===== src/verilog/fsps_pkg.sv =====
// Package: shared constants and types of the flash self-program sequencer
package fsps_pkg;
	// Control/status bit positions
	localparam int unsigned BIT_ENABLE = 0;
	localparam int unsigned BIT_ERASE = 1;
	localparam int unsigned BIT_WRITE = 2;
	localparam int unsigned BIT_LOCK = 3;
	localparam int unsigned BIT_REEN = 4;
	localparam int unsigned BIT_BUSY = 6;
	localparam int unsigned BIT_IRQEN = 7;
	// Valid low-five-bit command codes
	localparam logic [4:0] CMD_LOAD = 5'h01;
	localparam logic [4:0] CMD_ERASE = 5'h03;
	localparam logic [4:0] CMD_WRITE = 5'h05;
	localparam logic [4:0] CMD_LOCK = 5'h09;
	localparam logic [4:0] CMD_REEN = 5'h11;
	localparam logic [7:0] CTRL_RESET = 8'h00;
	// Arming window in clock cycles
	localparam logic [2:0] ARM_CYCLES = 3'h4;
	// Lock bits sit at data bits 5..2
	localparam int unsigned LOCK_LSB = 2;
	localparam logic [3:0] LOCK_RESET = 4'hf;
	// Flash operation time, microseconds, and clock rate in kHz
	localparam int unsigned PROG_TIME_US = 4500;
	localparam int unsigned CLK_KHZ = 40000;
	localparam int unsigned PROG_CYCLES = PROG_TIME_US * CLK_KHZ / 1000;
	typedef enum logic [1:0] {FSPS_IDLE, FSPS_ARMED, FSPS_BUSY} fsps_state_t;
endpackage


===== src/verilog/fsps_buf_if.sv =====
// Interface: page buffer write and clear path
interface fsps_buf_if #(parameter int WIDX = 6);
	logic wr;
	logic clr;
	logic [WIDX-1:0] idx;
	logic [15:0] data;
	modport ctrl (output wr, output clr, output idx, output data);
	modport buffer (input wr, input clr, input idx, input data);
endinterface


===== src/verilog/fsps_page_buf.sv =====
// Temporary page buffer, flip-flop storage cleared to all ones
module fsps_page_buf
	import fsps_pkg::*;
#(
	parameter int WIDX = 6
) (
	input wire logic mclk,
	input wire logic reset,
	fsps_buf_if.buffer bus,
	input wire logic [WIDX-1:0] rd_idx,
	output logic [15:0] rd_data
);
	logic [15:0] mem_reg [2**WIDX];
	// Each word loads on its index; clear returns it to erased state
	genvar g;
	generate
		for (g = 0; g < 2**WIDX; g++) begin : g_word
			always_ff @(posedge mclk or posedge reset) begin
				if (reset) begin
					mem_reg[g] <= 16'hffff;
				end else if (bus.clr) begin
					mem_reg[g] <= 16'hffff;
				end else if (bus.wr && bus.idx == WIDX'(g)) begin
					mem_reg[g] <= bus.data;
				end
			end
		end
	endgenerate
	// Registered read port for the flash programming engine
	always_ff @(posedge mclk or posedge reset) begin
		if (reset) begin
			rd_data <= 16'hffff;
		end else begin
			rd_data <= mem_reg[rd_idx];
		end
	end
endmodule


===== src/verilog/fsps_timer.sv =====
// Operation timer: counts a flash operation and pulses done
module fsps_timer #(
	parameter int unsigned CYCLES = 180000
) (
	input wire logic mclk,
	input wire logic reset,
	input wire logic start,
	output logic running,
	output logic done
);
	localparam int W = $clog2(CYCLES + 1);
	logic [W-1:0] cnt_reg;
	// Start loads the count; done pulses as it reaches zero
	always_ff @(posedge mclk or posedge reset) begin
		if (reset) begin
			cnt_reg <= '0;
			done <= 1'b0;
		end else begin
			done <= 1'b0;
			if (start) begin
				cnt_reg <= W'(CYCLES);
			end else if (cnt_reg != '0) begin
				cnt_reg <= cnt_reg - 1'b1;
				done <= (cnt_reg == W'(1));
			end
		end
	end
	assign running = (cnt_reg != '0);
endmodule


===== src/verilog/fsps_seq.sv =====
// Flash self-program sequencer: command arming, buffer load, erase/write, lock set
// Notes on behaviour
// RQ1: Enable bit arms store-program four cycles; clears on completion or timeout.
// RQ2: Enable alone loads data word into page buffer at pointer, ignoring bit 0.
// RQ3: Enable stays set through erase or write until the operation finishes.
// RQ4: Only five low-bit command patterns are accepted; others do nothing.
// RQ5: Flash address latched at operation start; later pointer changes ignored.
// RQ6: Lock-bit set ignores the pointer; other commands use it.
// RQ7: Program-memory reads address bytes, pointer bit 0 picks the byte.
// RQ8: Erase code plus store-program erases page given by page index bits.
// RQ9: Concurrent-section ops keep other section readable; halting-section ops halt CPU.
// RQ10: Load code plus store-program writes buffer at word-index bits.
// RQ11: Buffer clears after page write, on re-enable write, and on reset.
// RQ12: Software writes each buffer word once between clears.
// RQ13: EEPROM write during buffer loading discards all loaded data.
// RQ14: Write code plus store-program programs buffer into indexed page.
// RQ15: With interrupt enabled, request stays high while enable bit is clear.
// RQ16: Erase or write blocks concurrent section; busy flag holds meanwhile.
// RQ17: Software clears busy via re-enable before touching that section again.
// RQ18: Lock code plus store-program sets lock bits from low data byte.
// RQ19: Data bits 5..2 that are zero program the matching lock bits.
// RQ20: Software should use pointer 0x0001 and ones in spare data bits.
// RQ21: EEPROM write in progress blocks programming commands and lock readback.
// RQ22: Software checks EEPROM pending flag before writing control register.
// RQ23: Re-enable plus store-program unblocks section; refused while flash busy.
// RQ24: Re-enable write during buffer loading aborts load and drops data.
// RQ25: Busy set when section erase or write starts; cleared by buffer load.
// RQ26: Window counts from the write's cycle; command bits clear on expiry.
module fsps_seq
	import fsps_pkg::*;
#(
	parameter int WIDX = 6,
	parameter int PIDX = 7,
	parameter int unsigned RWW_PAGES = 96,
	parameter int unsigned OP_CYCLES = PROG_CYCLES
) (
	input wire logic mclk,
	input wire logic reset,
	input wire logic ctrl_wr,
	input wire logic [7:0] ctrl_wdata,
	output logic [7:0] self_prog_ctrl_status,
	input wire logic spm_exec,
	input wire logic lpm_exec,
	input wire logic [15:0] pointer,
	input wire logic [7:0] data_low_reg,
	input wire logic [7:0] data_high_reg,
	input wire logic eeprom_write_pending,
	output logic spm_irq,
	output logic cpu_halt,
	output logic rww_read_block,
	output logic lock_read_sel,
	output logic [15:0] byte_addr,
	output logic [3:0] lock_bits,
	output logic flash_erase,
	output logic flash_write,
	output logic [PIDX-1:0] flash_page,
	output logic [WIDX-1:0] flash_word_idx,
	output logic [15:0] flash_word_data
);
	fsps_buf_if #(.WIDX(WIDX)) buf_bus ();

	fsps_state_t state_reg;
	logic [4:0] cmd_reg;
	logic prog_done_irq_enable_reg;
	logic section_busy_flag_reg;
	logic [2:0] arm_cnt_reg;
	logic [PIDX-1:0] page_reg;
	logic op_erase_reg;
	logic op_halt_reg;
	logic loading_reg;
	logic timer_start;
	logic timer_running;
	logic timer_done;
	logic cmd_valid;
	logic spm_fire;
	logic lpm_lock;
	logic [WIDX-1:0] rd_idx;

	// Recognise a legal command code in the low five bits
	function automatic logic is_cmd(input logic [4:0] c);
		return c == CMD_LOAD || c == CMD_ERASE || c == CMD_WRITE ||
			c == CMD_LOCK || c == CMD_REEN;
	endfunction

	// Page-index field of the pointer, above the word-index bits
	function automatic logic [PIDX-1:0] page_of(input logic [15:0] p);
		return p[WIDX+PIDX:WIDX+1];
	endfunction

	// A control write only counts with a legal code and no EEPROM write
	assign cmd_valid = ctrl_wr && is_cmd(ctrl_wdata[4:0]) && state_reg != FSPS_BUSY
		&& !eeprom_write_pending; // [RQ4] [RQ21]
	// Store-program accepted only inside the arming window
	assign spm_fire = spm_exec && state_reg == FSPS_ARMED && !eeprom_write_pending; // [RQ1] [RQ21]
	// Lock readback within the window, blocked by EEPROM writes
	assign lpm_lock = lpm_exec && state_reg == FSPS_ARMED && cmd_reg == CMD_LOCK
		&& !eeprom_write_pending; // [RQ21]

	// Interrupt-enable bit is plain storage; any control write updates it
	always_ff @(posedge mclk or posedge reset) begin
		if (reset) begin
			prog_done_irq_enable_reg <= CTRL_RESET[BIT_IRQEN];
		end else if (ctrl_wr) begin
			prog_done_irq_enable_reg <= ctrl_wdata[BIT_IRQEN];
		end
	end

	// Command state: armed window, running operation, idle
	always_ff @(posedge mclk or posedge reset) begin
		if (reset) begin
			state_reg <= FSPS_IDLE;
			cmd_reg <= CTRL_RESET[4:0];
			arm_cnt_reg <= 3'h0;
		end else begin
			case (state_reg)
				FSPS_IDLE, FSPS_ARMED: begin
					if (cmd_valid) begin
						state_reg <= FSPS_ARMED;
						cmd_reg <= ctrl_wdata[4:0];
						arm_cnt_reg <= ARM_CYCLES - 3'h1; // [RQ26]
					end else if (spm_fire) begin
						if (cmd_reg == CMD_ERASE || cmd_reg == CMD_WRITE ||
							cmd_reg == CMD_LOCK) begin
							state_reg <= FSPS_BUSY; // [RQ3]
						end else begin
							state_reg <= FSPS_IDLE; // [RQ1]
							cmd_reg <= 5'h00;
						end
					end else if (lpm_lock) begin
						state_reg <= FSPS_IDLE;
						cmd_reg <= 5'h00;
					end else if (state_reg == FSPS_ARMED) begin
						if (arm_cnt_reg == 3'h0) begin
							state_reg <= FSPS_IDLE; // [RQ1] [RQ26]
							cmd_reg <= 5'h00;
						end else begin
							arm_cnt_reg <= arm_cnt_reg - 3'h1;
						end
					end
				end
				FSPS_BUSY: begin
					// Enable and command bits hold until the flash is done
					if (timer_done) begin
						state_reg <= FSPS_IDLE; // [RQ3]
						cmd_reg <= 5'h00;
					end
				end
				default: begin
					state_reg <= FSPS_IDLE;
					cmd_reg <= 5'h00;
				end
			endcase
		end
	end

	// Operation start latches page and section; pointer is free afterwards
	always_ff @(posedge mclk or posedge reset) begin
		if (reset) begin
			page_reg <= '0;
			op_erase_reg <= 1'b0;
			op_halt_reg <= 1'b0;
		end else if (spm_fire && (cmd_reg == CMD_ERASE || cmd_reg == CMD_WRITE)) begin
			page_reg <= page_of(pointer); // [RQ5] [RQ8] [RQ14]
			op_erase_reg <= (cmd_reg == CMD_ERASE);
			op_halt_reg <= (32'(page_of(pointer)) >= RWW_PAGES); // [RQ9]
		end else if (spm_fire && cmd_reg == CMD_LOCK) begin
			op_erase_reg <= 1'b0;
			op_halt_reg <= 1'b0; // [RQ18]
		end
	end

	// Lock bits: each zero in data bits 5..2 programs its bit, pointer unused
	always_ff @(posedge mclk or posedge reset) begin
		if (reset) begin
			lock_bits <= LOCK_RESET;
		end else if (spm_fire && cmd_reg == CMD_LOCK) begin
			lock_bits <= lock_bits & data_low_reg[LOCK_LSB+3:LOCK_LSB]; // [RQ6] [RQ19]
		end
	end

	// Busy flag: set at section erase/write start, cleared by re-enable or load
	always_ff @(posedge mclk or posedge reset) begin
		if (reset) begin
			section_busy_flag_reg <= 1'b0;
		end else if (spm_fire && (cmd_reg == CMD_ERASE || cmd_reg == CMD_WRITE)
			&& 32'(page_of(pointer)) < RWW_PAGES) begin
			section_busy_flag_reg <= 1'b1; // [RQ25] [RQ16]
		end else if (spm_fire && (cmd_reg == CMD_REEN || cmd_reg == CMD_LOAD)) begin
			section_busy_flag_reg <= 1'b0; // [RQ23] [RQ25]
		end
	end

	// Loading marks buffer contents worth discarding
	always_ff @(posedge mclk or posedge reset) begin
		if (reset) begin
			loading_reg <= 1'b0;
		end else if (buf_bus.clr) begin
			loading_reg <= 1'b0;
		end else if (spm_fire && cmd_reg == CMD_LOAD) begin
			loading_reg <= 1'b1;
		end
	end

	// Buffer write path takes word index, skipping pointer bit 0
	assign buf_bus.wr = spm_fire && cmd_reg == CMD_LOAD; // [RQ2] [RQ10]
	assign buf_bus.idx = pointer[WIDX:1]; // [RQ2]
	assign buf_bus.data = {data_high_reg, data_low_reg};
	// Clear after write, on re-enable write, or EEPROM write during load
	assign buf_bus.clr = timer_done && !op_erase_reg && state_reg == FSPS_BUSY
		&& cmd_reg == CMD_WRITE // [RQ11]
		|| (cmd_valid && ctrl_wdata[BIT_REEN]) // [RQ4] [RQ11] [RQ24]
		|| (eeprom_write_pending && loading_reg); // [RQ13]

	assign timer_start = spm_fire && (cmd_reg == CMD_ERASE || cmd_reg == CMD_WRITE
		|| cmd_reg == CMD_LOCK);

	fsps_timer #(.CYCLES(OP_CYCLES)) u_timer (
		.mclk(mclk),
		.reset(reset),
		.start(timer_start),
		.running(timer_running),
		.done(timer_done)
	);

	// Engine walks the buffer while a page write runs
	assign rd_idx = flash_word_idx;

	fsps_page_buf #(.WIDX(WIDX)) u_buf (
		.mclk(mclk),
		.reset(reset),
		.bus(buf_bus),
		.rd_idx(rd_idx),
		.rd_data(flash_word_data)
	);

	// Word index steps through the page during a write
	always_ff @(posedge mclk or posedge reset) begin
		if (reset) begin
			flash_word_idx <= '0;
		end else if (timer_start) begin
			flash_word_idx <= '0;
		end else if (flash_write) begin
			flash_word_idx <= flash_word_idx + 1'b1;
		end
	end

	// Strobes to the flash array, from the latched page
	assign flash_erase = state_reg == FSPS_BUSY && cmd_reg == CMD_ERASE && timer_running;
	assign flash_write = state_reg == FSPS_BUSY && cmd_reg == CMD_WRITE && timer_running;
	assign flash_page = page_reg; // [RQ5]

	// Halt CPU only for non-concurrent section operations
	assign cpu_halt = state_reg == FSPS_BUSY && op_halt_reg
		&& (cmd_reg == CMD_ERASE || cmd_reg == CMD_WRITE); // [RQ9]
	// Concurrent section stays blocked until a re-enable or load clears the busy flag
	assign rww_read_block = section_busy_flag_reg
		|| (state_reg == FSPS_BUSY && cmd_reg != CMD_LOCK); // [RQ16]

	// Byte address for program-memory reads uses all pointer bits
	assign byte_addr = pointer; // [RQ7]
	assign lock_read_sel = lpm_lock;

	// Level request while enabled and idle
	assign spm_irq = prog_done_irq_enable_reg && state_reg == FSPS_IDLE; // [RQ15]

	// Status image: reserved bit 5 reads zero
	always_comb begin
		self_prog_ctrl_status = 8'h00;
		self_prog_ctrl_status[BIT_IRQEN] = prog_done_irq_enable_reg;
		self_prog_ctrl_status[BIT_BUSY] = section_busy_flag_reg;
		self_prog_ctrl_status[4:0] = (state_reg == FSPS_IDLE) ? 5'h00 : cmd_reg;
	end
endmodule


===== config.mk =====
export PLATFORM = sky130hd
export DESIGN_NAME = fsps_seq
export DESIGN_NICKNAME = d
export VERILOG_FILES = /design/src/verilog/fsps_pkg.sv /design/src/verilog/fsps_buf_if.sv /design/src/verilog/fsps_page_buf.sv /design/src/verilog/fsps_timer.sv /design/src/verilog/fsps_seq.sv
export SDC_FILE = /design/constraint.sdc
export NUM_CORES = 2
export LEC_CHECK = 0
export ABC_AREA = 0
export BUFFER_PORTS_ARGS = -buffer_cell sky130_fd_sc_hd__buf_2
export CELL_PAD_IN_SITES_DETAIL_PLACEMENT = 1
export CELL_PAD_IN_SITES_GLOBAL_PLACEMENT = 2
export CORE_UTILIZATION = 44
export DETAILED_ROUTE_END_ITERATION = 10
export GPL_ROUTABILITY_DRIVEN = 0
export PLACE_DENSITY_LB_ADDON = 0.25
export SYNTH_ARGS = -nofsm -noshare
export SYNTH_HDL_FRONTEND = slang
export SYNTH_SLANG_ARGS = --single-unit

===== constraint.sdc =====
create_clock -name mclk -period 84.6 [get_ports mclk]
set_input_delay 16.92 -clock mclk [delete_from_list [all_inputs] [get_ports mclk]]
set_output_delay 16.92 -clock mclk [all_outputs]
set_load 0.005 [all_outputs]

==> run metrics <==
IO Port Bufs=between 90 and 100; Post-synth EDFFs=0; routed length per placed instance=27.26 um; Die Area=about 120000 um^2; kind of critical path=in2out; vias in the first global route=between 40000 and 50000; hold path startpoint=lock_bits[2]$_DFFE_PP1P_; buffers inserted by post-CTS timing repair=0; Detail Route Antenna Nets=0; die width=between 300 and 400 um; total negative setup slack=0 ns; post-synthesis sequential area ratio=0.5318; Worst Path Arrival=~18 ns; number of synthesized register bits=1091; max incr delay on CP=slightly below 0.7 ns; Unique masters post-synth=65; commonest non-fill, non-tap cell in the layout=nand2_1; Die Y=~350 um; CP dominant cell by count=buf_2; # hold bufs at CTS=0; Post-synth ARST share=1.000; Final #Nets=between 5000 and 6000; worst path bufs/invs=2; Power, Total=2.332 mW; Hold Crit Class=reg2reg; worst slew pin tran=approximately 1.3 ns; max FFs per register=slightly above 1000; maxcap violations=0; TritonCTS clock tree=yes; CTS Sinks=between 1000 and 1500; Post-Route WL=approximately 200 mm; Leak=27.14 nW; status=finished, final reports clean; Crit. Startpoint=eeprom_write_pending; IO Pins=between 100 and 150; root buffer cell=clkbuf_16; DRC Markers=0; clock buffer depth=3; clk_skew=between 0.02 and 0.025 ns; grt ovf=0; relative slew slack=0.1345; Syn Inst Count=5718; commonest non-fill, non-tap cells in the layout=2161 x nand2_1, 1044 x dfstp_2, 1042 x nand3_1; CTS resizes=0; Pwr Density=39.41 nW/um^2; fmax=between 20 and 30 MHz; RR Startpoint=state_reg[1]$_DFFE_PP0P_; fraction of layout cells with a size suffix above 1=0.2999; largest net degree at the start of global routing=195; Clock Latency Late Sink=about 0.8 ns; GRT Total Usage=0.3226; # setup viols final=0; number of CTS-inserted buffers=130; global-route wire length before repair=approximately 300 mm; HPWL after DPL=116.6 mm; mapped cell area=roughly 54000 um^2; Slew Viols, Final=0; DR iter-0 viols=between 3000 and 4000; Row Count=around 130; TritonRoute pass-1 iters=5; CP Capture Type=output pin; Final Cycle Share=0.4143; Worst-path clk slew=~0.06 ns; Starting Density=0.4460; CP cell instances=buf_2 > or4b_2 > nor3b_1 > buf_2; post-synthesis area per instance=approximately 9.4 um^2; Synthesis Warnings=0; initial antenna violation count=5; Critical Path RT=around 68 ns; crit path max fanout=5; DR vias=43192; unrepaired setup endpoints after global routing=no; H-tree levels=4; final worst path period need=35.05 ns; slowest CP cell=or4b_2; area growth from synthesis to layout=9.985%; via density per instance=~6; Core Region=roughly 120000 um^2; delay-heaviest family, CP=simple AND/OR/NAND/NOR gates; final hold vios=0; CP Launch Type=input pin; maximum VDD drop=around 0.025 mV; Primary FF master, synth=dfstp_2; net count after synthesis=~5800
==> worst reg2reg max path: stages, from the launching register on <==
cell and delay [ns]:
dfrtp_1 0.55, nor2b_1 0.32, nor3_1 0.10, and2_1 0.27, a221oi_4 0.32, buf_12 0.61
buf_4 0.96, buf_12 0.62, buf_4 1.19, nand3_1 0.28
==> path summary, 6_finish.rpt <==
check	to	slack [ns]	depth (start not counted)
min reg2reg	lock_bits[2]$_DFFE_PP1P_	0.46	1
min	lock_bits[2]$_DFFE_PP1P_	0.46	1
max reg2reg	u_buf.mem_reg[62]$_DFFE_PP1P_	79.25	9
min in group asynchronous	u_buf.mem_reg[972]$_DFFE_PP1P_	16.71	2
max	lock_read_sel	49.55	4
max in group asynchronous	u_buf.mem_reg[239]$_DFFE_PP1P_	65.34	5
==> synth_stat cells (all sizes together), types with 5 or more instances <==
cell / n / share of area
a2111oi: 18 / 0.0029
a211o: 24 / 0.0039
a211oi: 11 / 0.0015
a21oi: 21 / 0.0020
a221oi: 38 / 0.0063
a22o: 12 / 0.0020
a22oi: 10 / 0.0014
and2: 9 / 0.0010
and3: 5 / 0.00058
buf: 210 / 0.021
clkbuf: 302 / 0.021
dfrtp: 47 / 0.022
dfstp: 1044 / 0.51
ha: 5 / 0.0012
inv: 16 / 0.0011
mux2: 33 / 0.0069
mux2i: 183 / 0.034
mux4: 169 / 0.071
nand2: 2161 / 0.15
nand2b: 12 / 0.0014
nand3: 1042 / 0.097
nand4: 6 / 0.00070
nor2: 113 / 0.012
nor2b: 17 / 0.0020
nor3: 12 / 0.0011
nor4: 7 / 0.0010
o211ai: 13 / 0.0018
o21a: 6 / 0.00084
o21ai: 44 / 0.0041
o221ai: 13 / 0.0021
o22ai: 50 / 0.0058
o31ai: 5 / 0.00070
or3: 5 / 0.00058
or4: 6 / 0.00084
xnor2: 5 / 0.00081
xor2: 8 / 0.0013
==> layout make-up <==
class                   count  area [um^2]
multi-input cells        4099        22940
well taps                1612         2017
clock buffers             186         3787
flip-flops and latches   1091        28620
clock inverters            36        431.7
diodes                      2        5.005
inverters                  16        67.56
fillers                 13405        61440
repair buffers            187         1296
==> power by group <==
group,internal [mW],switching [mW],total [mW]
clock network,0.333,0.236,0.568
logic,0.285,0.428,0.713
registers,0.912,0.139,1.05
total,1.53,0.802,2.33
==> stage by stage <==
| stage | util | worst slack, ns | cell area, um^2 | hold WS [ns] | cells |
|---|---|---|---|---|---|
| global placement | 0.4555 | 49.53 | 54940 | 0.4447 | 7005 |
| finish | 0.4906 | 49.55 | 59170 | 0.4560 | 7229 |
| floorplan | - | 38.69 | 53790 | 0.4418 | 5718 |
| global route | 0.4905 | 49.50 | 59160 | 0.4645 | 7227 |
| CTS | 0.4905 | 49.55 | 59160 | 0.4588 | 7227 |
| detailed placement | 0.4555 | 49.55 | 54940 | 0.4498 | 7005 |
==> cells by family after synthesis <==
kind of cell / synth area share
other cells: 0.00006971
xor+xnor: 0.002117
simple gates: 0.2724
flops: 0.5318
buf+inv: 0.04319
compound gates: 0.03735
fa+ha+maj: 0.001349
mux: 0.1117
==> routing by layer <==
metal | wire, um | track usage | part of all wire
met1 | 85810 | 0.4408 | 0.44
met2 | 91610 | 0.5087 | 0.46
met3 | 12560 | 0.06245 | 0.064
met4 | 7034 | 0.1202 | 0.036
met5 | 43 | 0 | 0.00022
(Power assumes the default switching activity.)
